`src/alufw_pkg.sv`:
```
// Package: constants for the ALU flag register write-back block.
// Assumes a single 100 MHz clock domain and an AXI4-Lite register port.
package alufw_pkg;

  // Flag field positions within the flag register
  localparam int CARRY_BIT    = 0;
  localparam int NIBBLE_BIT   = 1;
  localparam int ZERO_BIT     = 2;
  localparam int OVERFLOW_BIT = 3;
  localparam int NEG_BIT      = 4;
  localparam int FLAG_W       = 5;

  // Flag register reset value
  localparam logic [4:0] FLAGS_RESET = 5'h00;

  // Register byte offsets
  localparam logic [3:0] FLAGS_OFS  = 4'h0;
  localparam logic [3:0] RESULT_OFS = 4'h4;

  // AXI response codes
  localparam logic [1:0] RESP_OKAY   = 2'h0;
  localparam logic [1:0] RESP_SLVERR = 2'h2;

  // Instruction classes seen by the write-back stage
  typedef enum logic [3:0] {
    OP_ADD  = 4'h0,
    OP_SUB  = 4'h1,
    OP_AND  = 4'h2,
    OP_CLR  = 4'h3,
    OP_BCLR = 4'h4,
    OP_BSET = 4'h5,
    OP_SWAP = 4'h6,
    OP_MOVE = 4'h7,
    OP_STOR = 4'h8
  } alufw_op_t;

endpackage : alufw_pkg
```
`src/alufw_flag_writeback.sv`:
```
// ALU flag register with write-back arbitration and AXI4-Lite access.
// Assumes the core issues at most one instruction per clock on exec_valid.
//
// Contract
// - The block keeps a status register with the ALU condition flags.
// - The flag register is an ordinary operand, readable and writable.
// - A flag-affecting instruction aimed at the flags drops its result.
// - A clear aimed at the flag register only sets the zero flag.
`timescale 1ns/10ps
`default_nettype none

module alufw_flag_writeback #(
  parameter int ADDR_W = 4
) (
  // Clock and reset
  input  wire logic                 aclk,
  input  wire logic                 aresetn,
  // Core instruction port
  input  wire logic                 exec_valid,
  input  wire alufw_pkg::alufw_op_t exec_op,
  input  wire logic [7:0]           operand_a,
  input  wire logic [7:0]           operand_b,
  input  wire logic [2:0]           bit_index,
  input  wire logic                 src_is_flags,
  input  wire logic                 dest_is_flags,
  // Write-back port
  output logic                      wb_we,
  output logic [7:0]                wb_data,
  output logic [4:0]                flags,
  // AXI4-Lite slave
  input  wire logic [ADDR_W-1:0]    awaddr,
  input  wire logic                 awvalid,
  output logic                      awready,
  input  wire logic [31:0]          wdata,
  input  wire logic [3:0]           wstrb,
  input  wire logic                 wvalid,
  output logic                      wready,
  output logic [1:0]                bresp,
  output logic                      bvalid,
  input  wire logic                 bready,
  input  wire logic [ADDR_W-1:0]    araddr,
  input  wire logic                 arvalid,
  output logic                      arready,
  output logic [31:0]               rdata,
  output logic [1:0]                rresp,
  output logic                      rvalid,
  input  wire logic                 rready
);

  logic [7:0]        src_a;
  logic [7:0]        op_b;
  logic              cin;
  logic [8:0]        sum9;
  logic [4:0]        nib5;
  logic [7:0]        alu_res;
  logic [4:0]        new_flags;
  logic [4:0]        flag_mask;
  logic [4:0]        next_flags;
  logic              aw_held;
  logic              w_held;
  logic [ADDR_W-1:0] aw_addr;
  logic [4:0]        w_data;
  logic              w_lane0;
  logic              bus_wr_fire;
  logic [7:0]        last_result;

  // Source operand selection, flags usable as a source
  assign src_a = src_is_flags ? {3'h0, flags} : operand_a;

  assign op_b = (exec_op == alufw_pkg::OP_SUB) ? ~operand_b : operand_b;
  assign cin  = (exec_op == alufw_pkg::OP_SUB);
  assign sum9 = {1'b0, src_a} + {1'b0, op_b} + {8'h00, cin};
  assign nib5 = {1'b0, src_a[3:0]} + {1'b0, op_b[3:0]} + {4'h0, cin};

  // ALU result and flag effects
  always_comb begin
    alu_res   = 8'h00;
    flag_mask = 5'h00;
    new_flags = 5'h00;
    case (exec_op)
      alufw_pkg::OP_ADD, alufw_pkg::OP_SUB: begin
        alu_res   = sum9[7:0];
        flag_mask = 5'h1F;
      end
      alufw_pkg::OP_AND: begin
        alu_res   = src_a & operand_b;
        flag_mask = 5'h14;
      end
      alufw_pkg::OP_CLR: begin
        alu_res   = 8'h00;
        flag_mask = 5'h04;
      end
      alufw_pkg::OP_BCLR: alu_res = src_a & ~(8'h01 << bit_index);
      alufw_pkg::OP_BSET: alu_res = src_a | (8'h01 << bit_index);
      alufw_pkg::OP_SWAP: alu_res = {src_a[3:0], src_a[7:4]};
      alufw_pkg::OP_MOVE: alu_res = src_a;
      alufw_pkg::OP_STOR: alu_res = operand_b;
      default:            alu_res = 8'h00;
    endcase
    new_flags[alufw_pkg::CARRY_BIT]    = sum9[8];
    new_flags[alufw_pkg::NIBBLE_BIT]   = nib5[4];
    new_flags[alufw_pkg::ZERO_BIT]     = (alu_res == 8'h00);
    new_flags[alufw_pkg::OVERFLOW_BIT] = (src_a[7] == op_b[7]) &&
                                         (alu_res[7] != src_a[7]);
    new_flags[alufw_pkg::NEG_BIT]      = alu_res[7];
  end

  // Flag register next value
  always_comb begin
    next_flags = flags;
    if (exec_valid) begin
      if (dest_is_flags && flag_mask == 5'h00) begin
        next_flags = alu_res[4:0];
      end else begin
        next_flags = (flags & ~flag_mask) | (new_flags & flag_mask);
      end
    end else if (bus_wr_fire && w_lane0 &&
                 aw_addr == alufw_pkg::FLAGS_OFS[ADDR_W-1:0]) begin
      next_flags = w_data;
    end
  end

  // Flag register
  always_ff @(posedge aclk) begin
    if (!aresetn) begin
      flags <= alufw_pkg::FLAGS_RESET;
    end else begin
      flags <= next_flags;
    end
  end

  always_ff @(posedge aclk) begin
    if (!aresetn) begin
      wb_we       <= 1'b0;
      wb_data     <= 8'h00;
      last_result <= 8'h00;
    end else begin
      wb_we <= exec_valid && !dest_is_flags;
      if (exec_valid) begin
        wb_data     <= alu_res;
        last_result <= alu_res;
      end
    end
  end

  // AXI write channels
  assign awready     = !aw_held && !bvalid;
  assign wready      = !w_held && !bvalid;
  assign bus_wr_fire = aw_held && w_held && !bvalid;

  always_ff @(posedge aclk) begin
    if (!aresetn) begin
      aw_held <= 1'b0;
      w_held  <= 1'b0;
      aw_addr <= '0;
      w_data  <= 5'h00;
      w_lane0 <= 1'b0;
      bvalid  <= 1'b0;
      bresp   <= alufw_pkg::RESP_OKAY;
    end else begin
      if (awvalid && awready) begin
        aw_held <= 1'b1;
        aw_addr <= awaddr;
      end
      if (wvalid && wready) begin
        w_held <= 1'b1;
        w_data  <= wdata[4:0];
        w_lane0 <= wstrb[0];
      end
      if (bus_wr_fire) begin
        bvalid <= 1'b1;
        bresp  <= (aw_addr == alufw_pkg::FLAGS_OFS[ADDR_W-1:0] ||
                   aw_addr == alufw_pkg::RESULT_OFS[ADDR_W-1:0]) ?
                  alufw_pkg::RESP_OKAY : alufw_pkg::RESP_SLVERR;
      end
      if (bvalid && bready) begin
        bvalid  <= 1'b0;
        aw_held <= 1'b0;
        w_held  <= 1'b0;
      end
    end
  end

  // AXI read channels
  assign arready = !rvalid;

  always_ff @(posedge aclk) begin
    if (!aresetn) begin
      rvalid <= 1'b0;
      rdata  <= 32'h00000000;
      rresp  <= alufw_pkg::RESP_OKAY;
    end else if (arvalid && arready) begin
      rvalid <= 1'b1;
      rresp  <= alufw_pkg::RESP_OKAY;
      if (araddr == alufw_pkg::FLAGS_OFS[ADDR_W-1:0]) begin
        rdata <= {27'h0000000, flags};
      end else if (araddr == alufw_pkg::RESULT_OFS[ADDR_W-1:0]) begin
        rdata <= {24'h000000, last_result};
      end else begin
        rdata <= 32'h00000000;
        rresp <= alufw_pkg::RESP_SLVERR;
      end
    end else if (rvalid && rready) begin
      rvalid <= 1'b0;
    end
  end

  // Assertions
  property p_add_carry;
    @(posedge aclk) disable iff (!aresetn)
    exec_valid && exec_op == alufw_pkg::OP_ADD && !dest_is_flags |=>
      flags[alufw_pkg::CARRY_BIT] == $past(sum9[8]) &&
      flags[alufw_pkg::ZERO_BIT] == ($past(alu_res) == 8'h00);
  endproperty
  a_add_carry: assert property (p_add_carry)
    else $error("add did not record carry or zero");

  property p_bus_flags_read;
    @(posedge aclk) disable iff (!aresetn)
    arvalid && arready && araddr == alufw_pkg::FLAGS_OFS[ADDR_W-1:0] |=>
      rvalid && rdata == {27'h0000000, $past(flags)};
  endproperty
  a_bus_flags_read: assert property (p_bus_flags_read)
    else $error("flag read returned wrong value");

  property p_plain_dest;
    @(posedge aclk) disable iff (!aresetn)
    exec_valid && dest_is_flags && exec_op == alufw_pkg::OP_MOVE |=>
      flags == $past(src_a[4:0]) && !wb_we;
  endproperty
  a_plain_dest: assert property (p_plain_dest)
    else $error("move into flags not stored");

  property p_discard;
    @(posedge aclk) disable iff (!aresetn)
    exec_valid && dest_is_flags && exec_op == alufw_pkg::OP_ADD |=>
      !wb_we && flags[alufw_pkg::NEG_BIT] == $past(sum9[7]);
  endproperty
  a_discard: assert property (p_discard)
    else $error("result written despite flag destination");

  property p_clear_flags;
    @(posedge aclk) disable iff (!aresetn)
    exec_valid && dest_is_flags && exec_op == alufw_pkg::OP_CLR |=>
      flags == ($past(flags) | 5'h04);
  endproperty
  a_clear_flags: assert property (p_clear_flags)
    else $error("clear of flags changed more than zero");

  property p_borrow;
    @(posedge aclk) disable iff (!aresetn)
    exec_valid && exec_op == alufw_pkg::OP_SUB |=>
      flags[alufw_pkg::CARRY_BIT] == ($past(src_a) >= $past(operand_b)) &&
      flags[alufw_pkg::NIBBLE_BIT] ==
        ($past(src_a[3:0]) >= $past(operand_b[3:0]));
  endproperty
  a_borrow: assert property (p_borrow)
    else $error("borrow polarity wrong");

  property p_bresp_follow;
    @(posedge aclk) disable iff (!aresetn)
    aw_held && w_held && !bvalid |=> bvalid ##0 $stable(aw_addr);
  endproperty
  a_bresp_follow: assert property (p_bresp_follow)
    else $error("write response late");

  property p_sub_dest_flags;
    @(posedge aclk) disable iff (!aresetn)
    exec_valid && dest_is_flags && exec_op == alufw_pkg::OP_SUB |=>
      !wb_we && flags[alufw_pkg::CARRY_BIT] ==
        ($past(src_a) >= $past(operand_b));
  endproperty
  a_sub_dest_flags: assert property (p_sub_dest_flags)
    else $error("subtract into flags wrote result");

  cover property (@(posedge aclk) disable iff (!aresetn)
    exec_valid && dest_is_flags && exec_op == alufw_pkg::OP_CLR);
  cover property (@(posedge aclk) disable iff (!aresetn)
    exec_valid && exec_op == alufw_pkg::OP_SUB && !sum9[8]);
  cover property (@(posedge aclk) disable iff (!aresetn)
    bus_wr_fire && aw_addr == alufw_pkg::FLAGS_OFS[ADDR_W-1:0]);

endmodule : alufw_flag_writeback

`default_nettype wire

```
`config.mk`:
```
export PLATFORM = sky130hd
export DESIGN_NAME = alufw_flag_writeback
export DESIGN_NICKNAME = d
export VERILOG_FILES = /design/src/alufw_pkg.sv /design/src/alufw_flag_writeback.sv
export SDC_FILE = /design/constraint.sdc
export NUM_CORES = 1
export LEC_CHECK = 0
export BUFFER_PORTS_ARGS = -buffer_cell sky130_fd_sc_hd__buf_2
export CAP_MARGIN = 20
export CORE_ASPECT_RATIO = 0.8
export CORE_MARGIN = 2
export CORE_UTILIZATION = 40
export CTS_BUF_LIST = sky130_fd_sc_hd__clkbuf_4 sky130_fd_sc_hd__clkbuf_8
export DETAILED_ROUTE_END_ITERATION = 10
export PLACE_DENSITY = 0.8
export RECOVER_POWER = 100
export SLEW_MARGIN = 20
export SYNTH_ARGS = -nofsm -noshare
export SYNTH_HDL_FRONTEND = slang
export SYNTH_SLANG_ARGS = --single-unit
```
`constraint.sdc`:
```
create_clock -name aclk -period 5.75 [get_ports aclk]
set_input_delay 0.2875 -clock aclk [delete_from_list [all_inputs] [get_ports aclk]]
set_output_delay 0.2875 -clock aclk [all_outputs]
set_load 0.05 [all_outputs]
```
# --- Yosys cells after proc, flatten, opt, wreduce, memory -nomap -nowiden ---
# Cells that the tools add are included.
# W data, S select, Z words.
word_totals:
  input_bits: 77
  out_inout_bits: 55
  elab_cells: 83
  reg_bits: 64
op_classes:
  bitwise_logic: 10
  shift: 1
  n_reduce_logical: 29
  n_addsub: 4
  mux: 14
  eq_ne: 12
ops:
  columns: ["cell", "count"]
  rows:
  - ["$pmux W8 S7", 1]
  - ["$mux W8", 4]
  - ["$eq A4 B3 Y1 const B", 6]
  - ["$and A8 B8 Y8", 2]
  - ["$not A8 Y8", 2]
  - ["$mux W5", 3]
  - ["$pmux W5 S3", 1]
  - ["$logic_and A1 B1 Y1", 14]
  - ["$logic_not A4 Y1", 3]
  - ["$and A5 B5 Y5", 2]
  - ["$add A8 B8 Y9", 1]
  - ["$add A9 B1 Y9", 1]
  - ["$eq A4 B2 Y1 const B", 2]
  - ["$logic_not A8 Y1", 1]
  - ["$or A8 B8 Y8", 1]
  - ["$shl A1 B3 Y8 const A", 1]
  - ["$mux W2", 3]
  - ["$add A4 B4 Y5", 1]
  - ["$add A5 B1 Y5", 1]
  - ["$logic_not A1 Y1", 5]
  - ["$logic_not A5 Y1", 1]
  - ["$not A5 Y5", 1]
  - ["$or A5 B5 Y5", 1]
  - ["$eq A4 B1 Y1 const B", 1]
  - ["other kinds (8)", 11]

# --- Longest topological paths before layout ---
# Gate-level depths: netlist of the first run.
logic_depth:
  depth_word: 11
  depth_mapped: 13
  mapped_depth_nobuf: 11

# --- Worst setup path before layout of the first run ---
# Ideal clock, no wire load.
synth_timing:
  kind: "flip-flop to flip-flop"
  startpoint: "register with a tool-made name"
  endpoint: "register with a tool-made name"
  synth_period_minus_slack_ns: 2.863
  setup_time_ns: 0.074
  path_slack_ns: 2.887
  path_buffers: 0
  stages_incl_launch_ff: 11
  arrival_ns: 2.789
  t_required_ns: 5.676
  path_cell_list: "dfxtp_1 -> mux2i_1 -> inv_1 -> ha_1 -> and2_1 -> a221oi_4 -> a211oi_2 -> or4_4 -> a31oi_4 -> nand4_1 -> a31oi_1"

==> impl_metrics.yaml, run 1 <==
placed_design:
  dp.final_hpwl_um: 6520
  finalWeightedCongestion: 0.987
  dpl_worst_slack_ps: 2110
  portBuffers: 75
  dp_cells: 528
  postPlaceCellArea_um2: 3370
route:
  num_vias: 2960
  postRouteAntennaNets: 0
  drt-wirelength-per-cell_um: 15.9
  drt-initial-drc-count: 249
  firstDrtPassIters: 5
  drt_wl_total_um: 8510
  drc_errors: 0
  via_per_inst: 5.52
sta:
  hold_viol: 0
  fin_crit_ps: 3840
  finalSetupViolCount: 0
  relSlewSlack: 0.117
  post-route-period-util: 0.668
  worstMarginPinSlew_ps: 1320
  max_freq_ghz: 0.260
  skew_ps: 4.60
  finalWorstSetupSlack_ps: 1910
  tns_ps: 0
  slew_violations: 0
  rsz0062_at_grt: "no"
power_and_ir_drop:
  peakVddDrop_mv: 0.109
  power_density_nw_per_um2: 245
  p_leak_nw: 1.50
global_routing:
  grt_start_max_net_pins: 39
  antenna_found_initial: 0
  grt_overflow: 0
  grt_pass1_vias: 2660
  grt_pass1_wl_um: 13000
  grt_usage: 0.197
setup_path:
  cp.required_ps: 5980
  cp-end-kind: "flop"
  worst-setup-path-type: "input pin to flop"
  worstPathMaxFanout: 18
  r2r_slack_ps: 2240
  worstSetupStartpoint: "exec_op[1]"
  worst_setup_path_start_kind: "input pin"
  cp_data_arrival_time_ps: 4070
synthesis:
  synth_cell_types: 70
  seq_area_frac_synth: 0.248
  synth-main-ff-cell: "dfxtp_1"
  postSynthCellCount: 371
  synth_top_area_frac: 0.248
  yosysTopAreaCell: "dfxtp_1"
  synth_area_um2: 3070
  syn_avg_cell_area_um2: 8.28
  synth_seq_cells: 38
  ys_top_cells_by_area: "dfxtp_1 25%, buf_4 6.6%, nor2b_1 5.9%"
  ys.warnings.count: 0
  synth_edf_count: 0
  async_reset_ff_frac: 0
final_layout:
  n_fill_cell: 751
  final_area_um2: 3430
  multi_input_comb_area_um2: 2000
  fin_cells: 536
  syn2layout_area_growth_pct: 11.6
  regArea_um2: 761
  antennaDiodeCount: 0
  fin_util: 0.461
  nets: 515
  drive_gt1_frac: 0.155
clock_network:
  cts_buffers: 5
  cts_tree: "built"
  cts_setup_buffers: 0
  clockBufferDepth: 2
  cts_sinks: 38
  cts_hold_buf: 0
  ctsHtreeMaxLevel: 2
  cts_resized: 0
  cts_root_buf: "clkbuf_8"
  cts.clk_slew.worst_paths_ps: 70
  clk_latency_ps: 300
min_path:
  hp-start: "arvalid"
  hold_path_class: "input pin to flop"
floorplanning:
  rows: 28
  fp.dieH_um: 82.4
  fp.dieArea_um2: 8400
  initial_core_util: 0.414
  core_um2: 7430
  io_pins: 132
  dieWidth_um: 102
run:
  cap_violations: 0
status:
  status: "completed"
==> synth_stat cells, types with 3 or more instances <==
cell type / n
a31oi_1: 7
and2_1: 5
nand4_1: 3
o21ai_0: 16
nor4_1: 3
buf_4: 27
a21boi_0: 5
a22oi_1: 3
inv_1: 15
xnor2_1: 3
a21oi_1: 17
dfxtp_1: 38
buf_6: 3
mux2_2: 5
nand2_1: 22
nor3_1: 11
nor2b_1: 29
clkbuf_1: 15
o211ai_1: 9
mux2i_1: 18
nor2_1: 14
xor2_1: 7
nor3b_1: 3
o21a_1: 4
nand2b_1: 5
nand3_1: 7
o211a_1: 11
ha_1: 7
nand3b_1: 3
or3_1: 6
==> kinds of logic (layout without fill, tap and decap cells) <==
family                     Yosys count  after routing  synth area share
buffers and inverters               63             98             0.118
DFF                                 38             38             0.248
adders and majority gates            8              8            0.0350
xor gates and xnor gates            10             10            0.0285
other                                1             26           0.00122
AOI/OAI and AO/OA                   98             98             0.240
muxes                               23             23            0.0770
and+or+nand+nor                    130            130             0.252
==> critical path: stages <==
cell      delay [ps]
clkbuf_1         330
nor4b_4          770
xor2_1           300
ha_1             290
and2_0           160
a221oi_1         540
a211oi_1         220
or4_4            500
a31oi_1          360
nand4_1          130
a31oi_1          170
==> worst paths after layout <==
path                            to  cells after the start
max                           flop                     11
min reg2reg  rdata[6]$_SDFFE_PN0P_                      2
min            rvalid$_SDFFE_PN0P_                      2
max reg2reg                   flop                     10
==> final cells by class <==
| class | count | area share |
|---|---|---|
| Multi-Input combinational cell | 295 | 0.583 |
| Sequential cell | 38 | 0.222 |
| Timing Repair Buffer | 75 | 0.0982 |
| Tap cell | 105 | 0.0383 |
| Clock buffer | 6 | 0.0241 |
| Clock inverter | 2 | 0.0175 |
| Inverter | 15 | 0.0164 |
==> per-stage QoR <==
| stage | total power, mW | hold slack [ps] |
|---|---|---|
| 6_report | 0.839 | 240 |
| 5_1_grt | 0.876 | 256 |
| 4_1_cts | 0.847 | 237 |
| 3_5_place_dp | 0.567 | 460 |
| 3_3_place_gp | 0.561 | 447 |
| 2_1_floorplan | 0.518 | 425 |
==> cell usage in the layout, fill, tap and decap left out, types with 4 or more instances in the layout <==
master / count
buf_2: 44
mux2_2: 5
inv_1: 15
o21a_1: 4
nor3_1: 11
ha_1: 7
mux2i_1: 18
clkbuf_1: 31
o21ai_0: 16
clkbuf_8: 6
a31oi_1: 8
a21oi_1: 17
nand2b_1: 5
nand2_1: 22
nor2_1: 14
or3_1: 6
xor2_1: 7
conb_1: 26
nand3_1: 7
dfxtp_1: 38
o211ai_1: 9
nor2b_1: 29
a21boi_0: 5
o211a_1: 11
==> where the power goes <==
group | internal [mW] | total (mW) | switching [mW]
logic | 0.0809 | 0.266 | 0.185
clock network | 0.185 | 0.282 | 0.0967
registers | 0.278 | 0.291 | 0.0134
==> layer usage <==
layer  share of wire  track usage
met1            0.44        0.255
met3           0.063       0.0362
met4           0.027       0.0733
met5               0            0
met2            0.47        0.329
Note: power is estimated with default switching activity, not from simulation.
==> run 2: changes to the inputs <==
--- a/config.mk
+++ b/config.mk
@@ -12,7 +12,7 @@
 export CORE_UTILIZATION = 40
 export CTS_BUF_LIST = sky130_fd_sc_hd__clkbuf_4 sky130_fd_sc_hd__clkbuf_8
 export DETAILED_ROUTE_END_ITERATION = 10
-export PLACE_DENSITY = 0.8
+export PLACE_DENSITY = 0.83
 export RECOVER_POWER = 100
 export SLEW_MARGIN = 20
 export SYNTH_ARGS = -nofsm -noshare
==> constraint.sdc (replaced) <==
create_clock -name aclk -period 3.3 [get_ports aclk]
set_input_delay 0.165 -clock aclk [delete_from_list [all_inputs] [get_ports aclk]]
set_output_delay 0.165 -clock aclk [all_outputs]
set_load 0.05 [all_outputs]
==> run 2 against run 1 <==
Register-to-register slack got worse by 1800 ps. Final cell count rose by 1.5%. Power rose by 57%. Sequential share of layout area fell by 0.33 points. Clock skew rose by 1.3 ps.
==> impl_metrics.yaml, run 2 (synthesized netlist as in run 1, its figures left out) <==
status:
  status: "completed"
sta:
  max_freq_ghz: 0.352
  slew_violations: 0
  finalSetupViolCount: 0
  relSlewSlack: 0.147
  worstMarginPinSlew_ps: 1280
  finalWorstSetupSlack_ps: 457
  rsz0062_at_grt: "no"
  hold_viol: 0
  tns_ps: 0
  skew_ps: 5.94
  fin_crit_ps: 2840
  post-route-period-util: 0.862
global_routing:
  grt_start_max_net_pins: 39
  grt_pass1_vias: 2642
  grt_usage: 0.198
  grt_pass1_wl_um: 13100
  grt_overflow: 0
  antenna_found_initial: 0
final_layout:
  drive_gt1_frac: 0.178
  n_fill_cell: 741
  nets: 523
  syn2layout_area_growth_pct: 13.2
  final_cell_mix: "45 x buf_2, 38 x dfxtp_1, 30 x clkbuf_1, 29 x nor2b_1, 26 x conb_1"
  final_common_cell: "buf_2"
  antennaDiodeCount: 0
setup_path:
  r2r_cells: 10
  r2r_slack_ps: 460
  worst_setup_path_start_kind: "flop"
  worstPathMaxFanout: 4
  cp.required_ps: 3510
  cp_data_arrival_time_ps: 3060
  cp-end-kind: "flop"
  worst-setup-path-type: "flop to flop"
floorplanning:
  io_pins: 132
  fp.dieH_um: 82.4
  fp.dieArea_um2: 8400
  dieWidth_um: 102
  initial_core_util: 0.414
  rows: 28
  core_um2: 7430
power_and_ir_drop:
  switchingPower_mw: 0.507
  p_leak_nw: 1.52
  power.internal_mw: 0.812
  power.total_mw: 1.32
  comb_power_share: 0.363
  swShare: 0.384
  seq_power_share: 0.384
  power_density_nw_per_um2: 379
  power.share.clock: 0.254
  peakVddDrop_mv: 0.227
placed_design:
  finalWeightedCongestion: 1.03
  dpl_worst_slack_ps: 360
  dp.final_hpwl_um: 6700
  portBuffers: 75
route:
  postRouteAntennaNets: 0
  drc_errors: 0
  via_per_inst: 5.45
  drt-wirelength-per-cell_um: 15.5
  num_vias: 2967
  drt-initial-drc-count: 237
  drt_wl_total_um: 8450
  firstDrtPassIters: 5
min_path:
  hp-start: "arvalid"
  hold_path_class: "input pin to flop"
  whs_endpoint: "rvalid$_SDFFE_PN0P_"
  hold_depth: 2
clock_network:
  cts.clk_slew.worst_paths_ps: 70
  ctsHtreeMaxLevel: 2
  cts_buffers: 5
  cts_sinks: 38
  cts_resized: 0
  cts_setup_buffers: 0
  cts_root_buf: "clkbuf_8"
  clk_latency_ps: 290
  clockBufferDepth: 2
  cts_hold_buf: 0
  cts_tree: "built"
run:
  cap_violations: 0
run 2: stage by stage:
| stage | util | hold WS, ps | instance area (um2) | std cells |
|---|---|---|---|---|
| 5_1_grt | 0.468 | 139 | 3480 | 544 |
| 3_3_place_gp | 0.461 | 414 | 3430 | 536 |
| 4_1_cts | 0.474 | 127 | 3520 | 544 |
| 2_1_floorplan | - | 303 | 3170 | 396 |
| 3_5_place_dp | 0.461 | 426 | 3430 | 536 |
| 6_report | 0.468 | 130 | 3480 | 544 |
run 2: power by group through the flow:
| stage | clock [mW] | sequential, mW | combinational, mW |
|---|---|---|---|
| 4_1_cts | 0.338 | 0.505 | 0.480 |
| 3_5_place_dp | 0 | 0.516 | 0.479 |
| 5_1_grt | 0.359 | 0.509 | 0.518 |
| 3_3_place_gp | 0 | 0.514 | 0.473 |
| 6_report | 0.335 | 0.506 | 0.478 |
| 2_1_floorplan | 0 | 0.565 | 0.338 |
run 2: per-layer routing:
layer | share of wire | up-vias | global-route usage
li1 | - | 1442 | -
met1 | 0.45 | 1401 | 0.266
met2 | 0.47 | 113 | 0.326
met3 | 0.065 | 11 | 0.0328
met4 | 0.016 | 0 | 0.0667
met5 | 0 | - | 0
run 2: worst max path at each step:
stage	from	end	slack (ps)	cells past startpoint
floorplan	flop	flop	440	10
global placement	exec_op[1]	flop	390	11
detailed placement	exec_op[1]	flop	360	12
CTS	flop	flop	510	10
global route	flop	flop	280	10
finish	flop	flop	460	10
run 2: critical path, stage by stage, from the launching register on:
cell and delay, ps:
dfxtp_1 390, mux2i_1 240, inv_1 120, ha_1 310, and2_0 200, a221oi_4 360, a211oi_1 180, or4_4 520
a31oi_4 200, nand4_1 100, a31oi_1 180
run 2: final cells by class:
type / count / area, um2 / share of cell area
clock inverters: 1 / 5.00 / 0.00144
inverters: 15 / 56.3 / 0.0162
multi-input cells: 295 / 2040 / 0.586
flip-flops and latches: 38 / 761 / 0.219
well taps: 105 / 131 / 0.0378
repair buffers: 83 / 398 / 0.114
clock buffers: 7 / 90.1 / 0.0259
